$ cat src/inc/asc_pkg.sv
// Constants for the asynchronous static memory host port.
// Assumes a single core clock whose rate is given by CLK_MHZ.
`default_nettype none
package asc_pkg;
  localparam int CLK_MHZ          = 100;
  localparam int MEM_WORDS        = 524288;
  localparam int ADDR_BITS        = 19;
  localparam int DATA_BITS        = 8;

  // Device timing figures in ns
  localparam int READ_CYCLE_MIN_NS      = 55;
  localparam int ADDR_ACCESS_NS         = 55;
  localparam int SELECT_ACCESS_NS       = 55;
  localparam int OUT_ENABLE_ACCESS_NS   = 30;
  localparam int OUT_DISABLE_HIGHZ_NS   = 20;
  localparam int WRITE_CYCLE_MIN_NS     = 55;
  localparam int WRITE_PULSE_MIN_NS     = 45;
  localparam int SELECT_TO_END_MIN_NS   = 50;
  localparam int ADDR_TO_END_MIN_NS     = 50;
  localparam int DATA_SETUP_MIN_NS      = 25;
  localparam int WRITE_TO_OUTPUT_OFF_NS = 20;

  function automatic int ns_to_cyc_up(input int ns);
    int c;
    c = (ns * CLK_MHZ + 999) / 1000;
    return (c < 1) ? 1 : c;
  endfunction

  function automatic int max2(input int a, input int b);
    return (a > b) ? a : b;
  endfunction

  // Least times round up to whole cycles
  localparam int READ_ACCESS_CYC = ns_to_cyc_up(
    max2(max2(ADDR_ACCESS_NS, SELECT_ACCESS_NS), OUT_ENABLE_ACCESS_NS));
  localparam int WRITE_PULSE_CYC = ns_to_cyc_up(
    max2(max2(WRITE_PULSE_MIN_NS, SELECT_TO_END_MIN_NS),
         max2(ADDR_TO_END_MIN_NS, DATA_SETUP_MIN_NS)));
  localparam int TURN_CYC        = ns_to_cyc_up(OUT_DISABLE_HIGHZ_NS);
  localparam int READ_CYCLE_CYC  = ns_to_cyc_up(READ_CYCLE_MIN_NS);
  localparam int WRITE_CYCLE_CYC = ns_to_cyc_up(WRITE_CYCLE_MIN_NS);

  localparam int TMR_BITS = 8;
  localparam logic [TMR_BITS-1:0] TMR_READ    = TMR_BITS'(READ_ACCESS_CYC - 1);
  localparam logic [TMR_BITS-1:0] TMR_WRITE   = TMR_BITS'(WRITE_PULSE_CYC - 1);
  localparam logic [TMR_BITS-1:0] TMR_TURN    = TMR_BITS'(TURN_CYC - 1);
  localparam logic [TMR_BITS-1:0] TMR_RECOVER = TMR_BITS'(READ_CYCLE_CYC - 1);

  typedef enum logic [3:0] {
    ST_IDLE, ST_RD_ADDR, ST_RD_ACCESS, ST_RD_END,
    ST_WR_ADDR, ST_WR_PULSE, ST_WR_END, ST_RETAIN, ST_RECOVER
  } asc_state_type;
endpackage
`default_nettype wire

$ cat src/rtl/asc_dq_pad.sv
// Registered driver and capture stage for the shared data lines.
// Assumes the pin resolver outside combines dq_o with dq_oe_n_o.
`default_nettype none
`timescale 1ns/100ps
module asc_dq_pad #(
  parameter int WIDTH = 8
) (
  input  wire logic             core_clk_i,
  input  wire logic             sys_rst_i,
  input  wire logic             drive_i,
  input  wire logic [WIDTH-1:0] wdata_i,
  input  wire logic             capture_i,
  input  wire logic [WIDTH-1:0] dq_i,
  output logic      [WIDTH-1:0] dq_o,
  output logic                  dq_oe_n_o,
  output logic      [WIDTH-1:0] rdata_o
);
  typedef struct packed {
    logic [WIDTH-1:0] dq;
    logic             oe_n;
    logic [WIDTH-1:0] rdata;
  } asc_pad_type;

  asc_pad_type r;
  asc_pad_type next_r;

  always_comb begin
    next_r      = r;
    next_r.oe_n = ~drive_i;
    // Hold the last written value while released to avoid needless toggling
    if (drive_i) begin
      next_r.dq = wdata_i;
    end
    if (capture_i) begin
      next_r.rdata = dq_i;
    end
  end

  always_ff @(posedge core_clk_i or posedge sys_rst_i) begin
    if (sys_rst_i) begin
      r <= '{dq: '0, oe_n: 1'b1, rdata: '0};
    end else begin
      r <= next_r;
    end
  end

  assign dq_o      = r.dq;
  assign dq_oe_n_o = r.oe_n;
  assign rdata_o   = r.rdata;
endmodule
`default_nettype wire

$ cat src/rtl/asc_sram_host.sv
// Host controller for an asynchronous 512K by 8 static memory.
// Assumes pin inputs are synchronous to core_clk_i and that the
// board wiring resolves the data lines from dq and its enable.
//
// Functional notes
// - Select and write strobe stay high whenever the address changes.
// - With output enable low, strobe low time exceeds turn-off plus setup.
// - Never drive write data while the memory drives the bus.
// - Address is valid no later than select falls for reads.
// - Each read cycle lasts at least 55 ns before the next address.
// - Each write cycle lasts at least 55 ns address to address.
// - Strobe low 45 ns; address and select held 50 ns before write end.
// - Zero address setup before strobe and zero recovery after write end.
// - Write data valid 25 ns before write end, held 0 ns after.
// - Select high by retention entry; wait one read cycle before resuming.
`default_nettype none
`timescale 1ns/100ps
module asc_sram_host
  import asc_pkg::*;
#(
  parameter int ADDR_WIDTH = ADDR_BITS,
  parameter int DATA_WIDTH = DATA_BITS
) (
  input  wire logic                  core_clk_i,
  input  wire logic                  sys_rst_i,
  // User request side
  input  wire logic                  req_valid_i,
  input  wire logic                  req_write_i,
  input  wire logic [ADDR_WIDTH-1:0] req_addr_i,
  input  wire logic [DATA_WIDTH-1:0] req_wdata_i,
  output logic                       req_ready_o,
  output logic                       rsp_valid_o,
  output logic      [DATA_WIDTH-1:0] rsp_rdata_o,
  output logic                       wr_done_o,
  // Data retention handshake
  input  wire logic                  retain_req_i,
  output logic                       retain_ack_o,
  // Memory pins
  output logic      [ADDR_WIDTH-1:0] word_address_o,
  output logic                       chip_select_n_o,
  output logic                       write_strobe_n_o,
  output logic                       output_enable_n_o,
  output logic      [DATA_WIDTH-1:0] data_lines_o,
  output logic                       data_lines_oe_n_o,
  input  wire logic [DATA_WIDTH-1:0] data_lines_i
);
  if (ADDR_WIDTH < 1 || (1 << ADDR_WIDTH) > MEM_WORDS) begin : g_chk_addr
    $error("asc_sram_host ADDR_WIDTH exceeds the memory depth");
  end
  if (DATA_WIDTH != DATA_BITS) begin : g_chk_data
    $error("asc_sram_host DATA_WIDTH must match the memory word");
  end
  if (READ_ACCESS_CYC + 2 < READ_CYCLE_CYC) begin : g_chk_rc
    $error("asc_sram_host read timing cannot meet the read cycle");
  end
  if (WRITE_PULSE_CYC + 1 < WRITE_CYCLE_CYC) begin : g_chk_wc
    $error("asc_sram_host write timing cannot meet the write cycle");
  end
  if (WRITE_PULSE_CYC * 1000 <=
      (WRITE_TO_OUTPUT_OFF_NS + DATA_SETUP_MIN_NS) * CLK_MHZ) begin : g_chk_wp
    $error("asc_sram_host write pulse too short for enable-low writes");
  end

  typedef struct packed {
    asc_state_type         state;
    logic [ADDR_WIDTH-1:0] addr;
    logic                  cs_n;
    logic                  we_n;
    logic                  oe_n;
    logic                  drive;
    logic [DATA_WIDTH-1:0] wdata;
    logic                  ready;
    logic                  rsp_valid;
    logic                  wr_done;
    logic                  retain_ack;
  } asc_host_type;

  asc_host_type r;
  asc_host_type next_r;

  logic                tmr_load;
  logic [TMR_BITS-1:0] tmr_value;
  logic                tmr_done;
  logic                turn_load;
  logic                turn_done;
  logic                capture;
  logic                accept;

  always_comb begin
    next_r           = r;
    tmr_load         = 1'b0;
    tmr_value        = '0;
    turn_load        = 1'b0;
    capture          = 1'b0;
    accept           = req_valid_i & r.ready;
    next_r.rsp_valid = 1'b0;
    next_r.wr_done   = 1'b0;

    unique case (r.state)
      ST_IDLE: begin
        // Select stays high while idle so the memory sits in standby
        next_r.cs_n = 1'b1;
        next_r.we_n = 1'b1;
        next_r.oe_n = 1'b1;
        if (retain_req_i) begin
          next_r.state = ST_RETAIN;
        end else if (accept) begin
          // Address moves only while both strobes are high
          next_r.addr  = req_addr_i;
          next_r.wdata = req_wdata_i;
          if (req_write_i) begin
            next_r.state = ST_WR_ADDR;
          end else begin
            next_r.state = ST_RD_ADDR;
          end
        end
      end

      ST_RD_ADDR: begin
        // Address was set one cycle before select falls
        next_r.cs_n  = 1'b0;
        next_r.oe_n  = 1'b0;
        next_r.state = ST_RD_ACCESS;
        tmr_load     = 1'b1;
        tmr_value    = TMR_READ;
      end

      ST_RD_ACCESS: begin
        if (tmr_done) begin
          // Sample at the last cycle of the access window
          capture          = 1'b1;
          next_r.rsp_valid = 1'b1;
          next_r.cs_n      = 1'b1;
          next_r.oe_n      = 1'b1;
          next_r.state     = ST_RD_END;
          // Memory may drive up to the high-impedance delay after this
          turn_load        = 1'b1;
        end
      end

      ST_RD_END: begin
        next_r.state = ST_IDLE;
      end

      ST_WR_ADDR: begin
        // Wait for the previous read's drivers to let go of the bus
        if (turn_done) begin
          next_r.drive = 1'b1;
          // Strobe and select fall together; outputs stay released
          next_r.cs_n  = 1'b0;
          next_r.we_n  = 1'b0;
          next_r.state = ST_WR_PULSE;
          tmr_load     = 1'b1;
          tmr_value    = TMR_WRITE;
        end
      end

      ST_WR_PULSE: begin
        if (tmr_done) begin
          // Both rise on the same edge; data held one cycle after, address at least two
          next_r.cs_n    = 1'b1;
          next_r.we_n    = 1'b1;
          next_r.wr_done = 1'b1;
          next_r.state   = ST_WR_END;
        end
      end

      ST_WR_END: begin
        // Data released only after the write has ended
        next_r.drive = 1'b0;
        next_r.state = ST_IDLE;
      end

      ST_RETAIN: begin
        next_r.cs_n       = 1'b1;
        next_r.retain_ack = 1'b1;
        if (!retain_req_i) begin
          next_r.retain_ack = 1'b0;
          next_r.state      = ST_RECOVER;
          tmr_load          = 1'b1;
          tmr_value         = TMR_RECOVER;
        end
      end

      ST_RECOVER: begin
        if (tmr_done) begin
          next_r.state = ST_IDLE;
        end
      end

      default: begin
        next_r.state = ST_IDLE;
      end
    endcase

    // Ready is registered, so it reflects the state being entered
    next_r.ready = (next_r.state == ST_IDLE) & ~retain_req_i;
  end

  always_ff @(posedge core_clk_i or posedge sys_rst_i) begin
    if (sys_rst_i) begin
      r <= '{state:      ST_IDLE,
             addr:       '0,
             cs_n:       1'b1,
             we_n:       1'b1,
             oe_n:       1'b1,
             drive:      1'b0,
             wdata:      '0,
             ready:      1'b0,
             rsp_valid:  1'b0,
             wr_done:    1'b0,
             retain_ack: 1'b0};
    end else begin
      r <= next_r;
    end
  end

  asc_timer #(
    .WIDTH (TMR_BITS)
  ) u_strobe_tmr (
    .core_clk_i (core_clk_i),
    .sys_rst_i  (sys_rst_i),
    .load_i     (tmr_load),
    .value_i    (tmr_value),
    .done_o     (tmr_done)
  );

  asc_timer #(
    .WIDTH (TMR_BITS)
  ) u_turn_tmr (
    .core_clk_i (core_clk_i),
    .sys_rst_i  (sys_rst_i),
    .load_i     (turn_load),
    .value_i    (TMR_TURN),
    .done_o     (turn_done)
  );

  // Pad stage registers from next values so it stays aligned with strobes
  asc_dq_pad #(
    .WIDTH (DATA_WIDTH)
  ) u_dq_pad (
    .core_clk_i (core_clk_i),
    .sys_rst_i  (sys_rst_i),
    .drive_i    (next_r.drive),
    .wdata_i    (next_r.wdata),
    .capture_i  (capture),
    .dq_i       (data_lines_i),
    .dq_o       (data_lines_o),
    .dq_oe_n_o  (data_lines_oe_n_o),
    .rdata_o    (rsp_rdata_o)
  );

  assign req_ready_o       = r.ready;
  assign rsp_valid_o       = r.rsp_valid;
  assign wr_done_o         = r.wr_done;
  assign retain_ack_o      = r.retain_ack;
  assign word_address_o    = r.addr;
  assign chip_select_n_o   = r.cs_n;
  assign write_strobe_n_o  = r.we_n;
  assign output_enable_n_o = r.oe_n;
endmodule
`default_nettype wire

$ cat src/rtl/asc_timer.sv
// Down counter used for strobe widths and bus turnaround.
// Assumes load and value come from the owner's combinational next logic.
`default_nettype none
`timescale 1ns/100ps
module asc_timer #(
  parameter int WIDTH = 8
) (
  input  wire logic             core_clk_i,
  input  wire logic             sys_rst_i,
  input  wire logic             load_i,
  input  wire logic [WIDTH-1:0] value_i,
  output logic                  done_o
);
  typedef struct packed {
    logic [WIDTH-1:0] count;
  } asc_tmr_type;

  asc_tmr_type r;
  asc_tmr_type next_r;

  if (WIDTH < 2) begin : g_chk
    $error("asc_timer WIDTH too small");
  end

  always_comb begin
    next_r = r;
    if (load_i) begin
      next_r.count = value_i;
    end else if (r.count != '0) begin
      next_r.count = r.count - WIDTH'(1);
    end
  end

  always_ff @(posedge core_clk_i or posedge sys_rst_i) begin
    if (sys_rst_i) begin
      r <= '0;
    end else begin
      r <= next_r;
    end
  end

  assign done_o = (r.count == '0);
endmodule
`default_nettype wire

$ cat config.mk
export PLATFORM = sky130hd
export DESIGN_NAME = asc_sram_host
export DESIGN_NICKNAME = d
export VERILOG_FILES = /design/src/inc/asc_pkg.sv /design/src/rtl/asc_dq_pad.sv /design/src/rtl/asc_sram_host.sv /design/src/rtl/asc_timer.sv
export SDC_FILE = /design/constraint.sdc
export NUM_CORES = 1
export LEC_CHECK = 0
export BUFFER_PORTS_ARGS = -buffer_cell sky130_fd_sc_hd__buf_2
export CORE_AREA = 2 2 80 82
export DETAILED_ROUTE_END_ITERATION = 6
export DIE_AREA = 0 0 82 84
export HOLD_SLACK_MARGIN = 0.12
export PLACE_DENSITY = 0.87
export REMOVE_ABC_BUFFERS = 1
export SYNTH_ARGS = -nofsm -noshare
export SYNTH_HDL_FRONTEND = slang
export SYNTH_SLANG_ARGS = --single-unit
$ cat constraint.sdc
create_clock -name core_clk_i -period 3.5 [get_ports core_clk_i]
set_input_delay 0.7 -clock core_clk_i [delete_from_list [all_inputs] [get_ports core_clk_i]]
set_output_delay 0.7 -clock core_clk_i [all_outputs]
set_load 0.02 [all_outputs]
---- After elaboration in Yosys (flattened, before gate mapping) ----
Cells that the tools add are included.
storage, ports and cells
  bits of input ports ..................... 40
  flip-flop bits (word level) ............. 72
cells by class
  equal/unequal tests ..................... 10
  muxes and demuxes ....................... 34
  reduce and logical (&&, ||, !) cells .... 16
  add/sub/neg operators ................... 2
  bitwise gates (word level) .............. 4
operators by type and width
  operator                                                               number
  8-bit 2-to-1 mux                                                       7
  4-bit case mux with 7 select lines                                     1
  4-bit 2-to-1 mux                                                       6
  23-bit 2-to-1 mux                                                      1
  4-bit by 3-bit equality test with 1-bit output, second input constant  4
  8-bit zero test                                                        2
  8-bit nonzero test                                                     2
  8-bit by 1-bit subtractor with 8-bit output, second input constant     2
  3-bit 2-to-1 mux                                                       3
  1-bit case mux with 3 select lines                                     3
  3-bit case mux with 3 select lines                                     1
  4-bit zero test                                                        2
  1-bit 2-to-1 mux                                                       8
  2-bit != test, second input constant                                   3
  3-bit AND reduction                                                    2
  3-bit nonzero test                                                     2
  1-bit case mux with 5 select lines                                     1
  5-bit nonzero test                                                     1
  4-bit by 1-bit equality test with 1-bit output, second input constant  1
  4-bit by 2-bit equality test with 1-bit output, second input constant  1
  4-bit equality test, second input constant                             1
  2-bit 2-to-1 mux                                                       2
  4-bit AND reduction                                                    1
  2-bit nonzero test                                                     2
  5 further kinds                                                        7

---- Depth between registers and ports, before layout ----
Gate-level depths: netlist of the first run.
  depth after elaboration ................. 6
  depth in mapped cells ................... 7
  gate-level depth less buffers ........... 6

---- Cells and area by module ----
Synthesis of the first run repeated with hierarchy kept, for this count alone.
second synthesis, totals
  cell total of the unflattened synthesis .. 303
  area total of the unflattened synthesis .. 3,669.8 sq um
modules (own cells, without submodules)
  module         instances  cells an instance  area each (sq um)
  asc_sram_host  1          154                1,979.4
  asc_timer      2          56                 496.7
  asc_dq_pad     1          37                 696.9

---- Worst setup path before layout of the first run ----
OpenSTA, ideal clock, no wires.
  path type ............................... input to register
  start point ............................. input port retain_req_i
  end point ............................... register r (netlist bit word_address_o[0])
  setup time .............................. 0.125 ns
  arrival time ............................ 2.050 ns
  path buffers ............................ 3
  stages .................................. 6
  path slack .............................. 1.325 ns
  cell sequence ........................... clkbuf_1 -> nor3_1 -> nand4_1 -> buf_2 -> buf_4 -> mux2_2
on the way
  word-level cells in the longest chain between the ends .. 2
ends and longest elaborated chain
  what                                  line                  source
  from (decl)                           asc_sram_host.sv:36   input wire logic retain_req_i,
  1-bit NOT (no source line)            --
  3-bit AND reduction (no source line)  --
  to (signal assigned)                  asc_sram_host.sv:202  r <= '{state: ST_IDLE,
  to (signal assigned)                  asc_sram_host.sv:214  r <= next_r;
  to (decl)                             asc_sram_host.sv:78   asc_host_type r;
Every way passes these cells.
A chain may end at the register's enable or synchronous reset.

==> out/qor.yml, run 1 <==
dp_cells: 411
tritoncts: "done"
diodes: 0
critical-path-max-stage-delay_ps: 540
finalNonFillerCells: 427
grt_max_degree: 34
vias: 2393
p_int_w: 0.00213
rsz0062_at_grt: "false"
chipHeight_um: 84
seq_area_frac_synth_pct: 53.5
p_comb_share_pct: 39.7
synth.distinct_cells: 53
period_share_pct: 71.6
cellPowerDensity_mw_per_mm2: 892
clock_latency_ps: 350
clock_path_buffers: 2
worstReg2RegEnd: "u_dq_pad.dq_o[1]$_DFFE_PP0P_"
cp.buffers_inverters: 1
worstPathCellList: "inv_1, ha_1, nor3b_1, a41oi_1, a31oi_2, mux2_2"
cp-start-kind: "flop"
nNetsFinal: 388
fmax_mhz: 399
grt_overflow: 0
power_frac_seq_pct: 42.3
start_util_pct: 55.4
p_leak_nw: 1.96
io-pin-count: 83
vdd_drop_max_mv: 0.473
syn_area_per_cell_um2: 12.3
multiInputGateArea_mm2: 0.00133
switchingPower_w: 0.00138
hp-class: "in -> async"
end_kind: "flop"
crit_family: "compound AO/OA/AOI/OAI gates"
synth_area_mm2: 0.00338
critPathRequiredTime_ps: 3730
ys.flop_type: "dfrtp_1"
synth_edf_count: 0
syn_inst: 274
setup_violations: 0
hold_ws_ps: 440
fin_skew_ps: 12.2
row_count: 29
p_total_w: 0.00350
hold_viol_final: 0
design.die.area_mm2: 0.00689
crit_arrival_ps: 2740
async_flop_share_pct: 100
cts-root-buf: "clkbuf_8"
grt_pass1_wl_mm: 11.0
outcome: "finished clean"
cts_buffers: 9
crit_cells: 6
coreArea_mm2: 0.00610
postRouteAntennaNets: 0
io_buffer_count: 82
yosys_warnings: 0
r2r_cells: 6
drt_iter0_markers: 150
drt_wl_total_mm: 6.55
vias_per_cell: 5.60
gp_congestion: 0.893
chipWidth_um: 82
crit_type: "reg -> reg"
ys_seq_elements: 72
drive_gt1_share_pct: 47.1
cp_slowest_cell: "a31oi_2"
critPathMaxFanout: 10
maxCapViolations: 0
drv_slew: 0
finalCriticalPeriod_ps: 2510
dp_hpwl_mm: 4.73
hold_buffers: 0
grt_pass1_vias: 2393
cts_setup_buffers: 0
r2r_slack_ps: 990
clk_pin_slew_worst_paths_ps: 70
slew_headroom_pct: 55.8
drc: 0
swShare_pct: 39.3
wl_per_cell_um: 15.3
tns_ps: 0
ctsHtreeMaxLevel: 3
worstMarginPinSlew_ps: 663
grt_util_all_layers_pct: 20.9
antenna_found_initial: 0
seqCellArea_mm2: 0.00181
r2r_start: "u_turn_tmr.r[0]$_DFFE_PP0P_"
dr.pass1.iters: 4
area_delta_synth_final_pct: 16.4
cts_resized: 0
p_clk_share_pct: 18.0
nFillCells: 483
cts_sinks: 72
-- through the flow --
step           area [um2]  utilization, %  setup slack [ps]
2_1_floorplan        3180               -               937
3_3_place_gp         3740            61.4              1070
3_5_place_dp         3740            61.4              1030
4_1_cts              3930            64.5              1010
5_1_grt              3930            64.5               784
6_report             3930            64.5               994
-- final cells by class --
cell class / count / area share (%)
clock buffer: 10 / 3.25
clock inverter: 6 / 1.56
inverter: 12 / 1.15
multi-input combinational: 161 / 33.8
sequential: 72 / 46.0
tap: 77 / 2.45
timing repair buffer: 89 / 11.8
-- cells in the final DEF (no fill, tap or decap), types with 2 or more instances in the layout --
cell,Yosys,routed
o41ai_1,2,2
a21oi_1,4,4
a2111oi_0,3,3
clkinv_2,0,3
nand2_1,7,7
o211ai_1,2,2
buf_2,3,82
buf_4,20,7
a211oi_1,2,2
inv_1,12,11
nor2_1,17,17
dfrtp_1,68,68
mux2_2,44,44
o21ai_0,8,8
nor4_4,3,3
o32ai_1,2,2
xor2_1,6,6
o31ai_1,2,2
clkbuf_8,0,9
nor3_1,8,8
or3b_2,2,2
nand4_1,2,2
and3_1,2,2
a41oi_1,2,2
o2bb2ai_1,2,2
nand3_1,6,6
ha_1,3,3
nor2b_1,3,3
dfstp_2,4,4
or4_1,3,3
xnor2_1,5,5
-- power by group through the flow --
stage / combinational (W) / sequential [W] / clock (W)
finish: 0.00139 / 0.00148 / 0.000630
detailed placement: 0.00139 / 0.00149 / 0
global route: 0.00154 / 0.00153 / 0.000673
global placement: 0.00134 / 0.00147 / 0
CTS: 0.00140 / 0.00148 / 0.000642
floorplan: 0.000754 / 0.00169 / 0
-- flip-flops by register name, summed over array words and instances (netlist names) --
name,cells
u_dq_pad.dq_oe_n_o,1
output_enable_n_o,1
req_ready_o,1
chip_select_n_o,1
u_strobe_tmr.r,8
u_dq_pad.dq_o,8
rsp_valid_o,1
write_strobe_n_o,1
wr_done_o,1
u_dq_pad.rdata_o,8
u_turn_tmr.r,8
r,13
retain_ack_o,1
word_address_o,19
-- kinds of logic after synthesis --
family / after synthesis / share of synthesized area, %
AND/OR/NAND/NOR: 61 / 11.3
XOR/XNOR: 11 / 2.85
multiplexers: 45 / 15.1
buffers and inverters: 41 / 7.11
adder cells (fa/ha/maj): 3 / 1.11
flip-flops: 72 / 53.5
AO/OA/AOI/OAI: 41 / 9.04
-- per-layer routing --
metal	track usage [%]	vias to the layer above	routed length, um	share of wire [%]
li1	-	1103	-	-
met5	0	-	0	0
met1	27.1	1199	2710	41
met4	9.55	0	139	2.1
met2	33.0	79	3320	51
met3	4.65	12	377	5.8
-- synthesized netlist by cell type, types with 2 or more instances --
cell type,n,share of area [%]
xor2_1,6,1.6
clkbuf_1,3,0.33
nand3_1,6,0.89
and3_1,2,0.37
o2bb2ai_1,2,0.52
dfrtp_1,68,50
nand2_1,7,0.78
nor2_1,17,1.9
nor4_4,3,1.9
buf_4,20,4.4
o41ai_1,2,0.52
buf_1,2,0.22
ha_1,3,1.1
o31ai_1,2,0.44
xnor2_1,5,1.3
mux2_2,44,15
a211oi_1,2,0.44
o211ai_1,2,0.44
o32ai_1,2,0.52
or3b_2,2,0.52
a21oi_1,4,0.59
nand4_1,2,0.37
buf_2,3,0.44
inv_1,12,1.3
dfstp_2,4,3.1
a41oi_1,2,0.52
o21ai_0,8,1.2
nor2b_1,3,0.56
a2111oi_0,3,0.78
or4_1,3,0.67
nor3_1,8,1.2
-- how the worst max path moves through the flow --
| stage | slack, ps | to | startpoint |
|---|---|---|---|
| 6_report | 990 | u_dq_pad.dq_o[1]$_DFFE_PP0P_ | u_turn_tmr.r[0]$_DFFE_PP0P_ |
| 3_5_place_dp | 1030 | u_dq_pad.dq_o[0]$_DFFE_PP0P_ | u_turn_tmr.r[0]$_DFFE_PP0P_ |
| 4_1_cts | 1010 | u_dq_pad.dq_o[7]$_DFFE_PP0P_ | u_turn_tmr.r[0]$_DFFE_PP0P_ |
| 3_3_place_gp | 1070 | u_dq_pad.dq_o[2]$_DFFE_PP0P_ | u_turn_tmr.r[0]$_DFFE_PP0P_ |
| 2_1_floorplan | 940 | u_dq_pad.dq_o[0]$_DFFE_PP0P_ | retain_req_i |
| 5_1_grt | 780 | u_dq_pad.dq_o[7]$_DFFE_PP0P_ | u_turn_tmr.r[0]$_DFFE_PP0P_ |
No activity file was read; power rests on OpenSTA's default activity.
==> run 2: changes to the inputs <==
--- a/config.mk
+++ b/config.mk
@@ -6,11 +6,11 @@
 export NUM_CORES = 1
 export LEC_CHECK = 0
 export BUFFER_PORTS_ARGS = -buffer_cell sky130_fd_sc_hd__buf_2
-export CORE_AREA = 2 2 80 82
+export CORE_AREA = 2 2 87 89
 export DETAILED_ROUTE_END_ITERATION = 6
-export DIE_AREA = 0 0 82 84
+export DIE_AREA = 0 0 89 91
 export HOLD_SLACK_MARGIN = 0.12
-export PLACE_DENSITY = 0.87
+export PLACE_DENSITY = 0.79
 export REMOVE_ABC_BUFFERS = 1
 export SYNTH_ARGS = -nofsm -noshare
 export SYNTH_HDL_FRONTEND = slang
==> constraint.sdc (replaced) <==
create_clock -name core_clk_i -period 2 [get_ports core_clk_i]
set_input_delay 0.4 -clock core_clk_i [delete_from_list [all_inputs] [get_ports core_clk_i]]
set_output_delay 0.4 -clock core_clk_i [all_outputs]
set_load 0.02 [all_outputs]
==> out/qor.yml, run 2 (synthesis results as in run 1) <==
outcome: "finished clean"
coreArea_mm2: 0.00714  # +17%
largest_register_ffs: 19  # unchanged
drt_wl_total_mm: 6.42  # -2.0%
vdd_drop_max_mv: 0.748  # +58%
design.die.area_mm2: 0.00810  # +18%
dr.pass1.iters: 4  # unchanged
slew_headroom_pct: 55.3  # -0.41 points
clock_latency_ps: 350  # about the same
finalCriticalPeriod_ps: 1980  # -527 ps
nNetsFinal: 405  # +4.4%
chipWidth_um: 89  # +8.5%
gp_congestion: 0.892  # -0.13%
clk_pin_slew_worst_paths_ps: 80  # about the same
hold_viol_final: 0  # unchanged
crit_type: "reg -> reg"
setup_ws_ps: 21.9  # -973 ps
cts_buffers: 9  # unchanged
worstMarginPinSlew_ps: 653  # -9.83 ps
grt_overflow: 0  # unchanged
drv_slew: 0  # unchanged
dp_worst_setup_slack_ps: -8.40  # -1030 ps
start_util_pct: 47.3  # -8.1 points
hold_buffers: 0  # unchanged
hp-class: "in -> async"
grt_pass1_wl_mm: 10.7  # -2.7%
cp-start-kind: "flop"
fmax_mhz: 506  # +27%
cts-root-buf: "clkbuf_8"
postRouteAntennaNets: 0  # unchanged
grt_max_degree: 73  # +110%
drive_gt1_share_pct: 51.6  # +4.5 points
end_kind: "flop"
chipHeight_um: 91  # +8.3%
hold_ws_ps: 114  # -326 ps
tritoncts: "done"
p_leak_nw: 2.05  # +4.7%
dp_hpwl_mm: 4.42  # -6.6%
crit_arrival_ps: 2230  # -510 ps
p_total_w: 0.00646  # +84%
drc: 0  # unchanged
critPathMaxFanout: 5  # -5
drt_iter0_markers: 118  # -21%
io-pin-count: 83  # unchanged
clock_path_buffers: 2  # unchanged
grt_util_all_layers_pct: 16.9  # -3.9 points
period_share_pct: 98.9  # +27 points
ctsHtreeMaxLevel: 3  # unchanged
maxCapViolations: 0  # unchanged
cellPowerDensity_mw_per_mm2: 1540  # +73%
area_delta_synth_final_pct: 23.9
vias: 2407  # +0.59%
grt_pass1_vias: 2317  # -3.2%
mostFrequentLayoutCell: "buf_2"
vias_per_cell: 5.18  # -7.6%
antenna_found_initial: 0  # unchanged
row_count: 31  # +6.9%
io_buffer_count: 82  # unchanged
fin_skew_ps: 8.71  # -3.54 ps
setup_violations: 0  # unchanged
rsz0062_at_grt: "true"
wl_per_cell_um: 13.8  # -10%
critPathRequiredTime_ps: 2250  # -1480 ps
diodes: 0  # unchanged
r2r_cells: 7  # +1
cts_sinks: 72  # unchanged
final_cell_mix: "buf_2 (82), dfrtp_1 (67), mux2_2 (44)"
## run 2: repair_timing
item / CTS / global route
setup buffers: 0 / 5
setup endpoints to repair: 1 / 24
pin swaps: 0 / 5
gates resized for setup: 2 / 12
## run 2: metal layers
metal | global-route usage [%] | routed length, um | vias to the layer above
li1 | - | - | 1137
met1 | 22.3 | 2800 | 1187
met2 | 26.8 | 3150 | 72
met3 | 3.82 | 343 | 11
met4 | 6.72 | 127 | 0
met5 | 0 | 0 | -
## run 2: cell type report
| type | count | area, um2 |
|---|---|---|
| clock buffers | 10 | 128 |
| clock inverters | 5 | 58.8 |
| fillers | 629 | 2950 |
| inverters | 12 | 45.0 |
| multi-input cells | 161 | 1390 |
| flip-flops and latches | 72 | 1810 |
| well taps | 99 | 124 |
| repair buffers | 106 | 632 |
## run 2: worst paths after layout
| check | start | endpoint | slack (ps) |
|---|---|---|---|
| max in group asynchronous | sys_rst_i | chip_select_n_o$_DFFE_PP1P_ | 1550 |
| min in group core_clk_i | data_lines_i[6] | u_dq_pad.rdata_o[6]$_DFFE_PP0P_ | 280 |
| min | sys_rst_i | r[6]$_DFF_PP0_ | 110 |
| max reg2reg | u_strobe_tmr.r[1]$_DFFE_PP0P_ | req_ready_o$_DFF_PP0_ | 20 |
| min reg2reg | output_enable_n_o$_DFFE_PP1P_ | output_enable_n_o$_DFFE_PP1P_ | 470 |
| max | u_strobe_tmr.r[1]$_DFFE_PP0P_ | req_ready_o$_DFF_PP0_ | 20 |
## run 2: metrics by stage
step	area [um2]	utilization (%)	setup TNS [ps]	cells
finish	4180	58.6	0	465
global route	4180	58.6	-76.2	465
detailed placement	3900	54.6	-8.40	445
global placement	3900	54.6	0	445
floorplan	3180	-	-25780	245
CTS	4090	57.3	0	460
## run 2: where the power goes
group | switching [W] | internal, W | total, W
logic | 0.00149 | 0.00132 | 0.00281
clock network | 0.000530 | 0.000569 | 0.00110
registers | 0.000467 | 0.00208 | 0.00255
total | 0.00249 | 0.00397 | 0.00646
## run 2: worst max-delay path: stages, from the launching register on
cell and delay [ps]:
dfrtp_1 410, inv_2 80, ha_4 150, nor3b_4 250, buf_6 140, a21oi_4 40, or4b_4 540, a2111oi_4 270
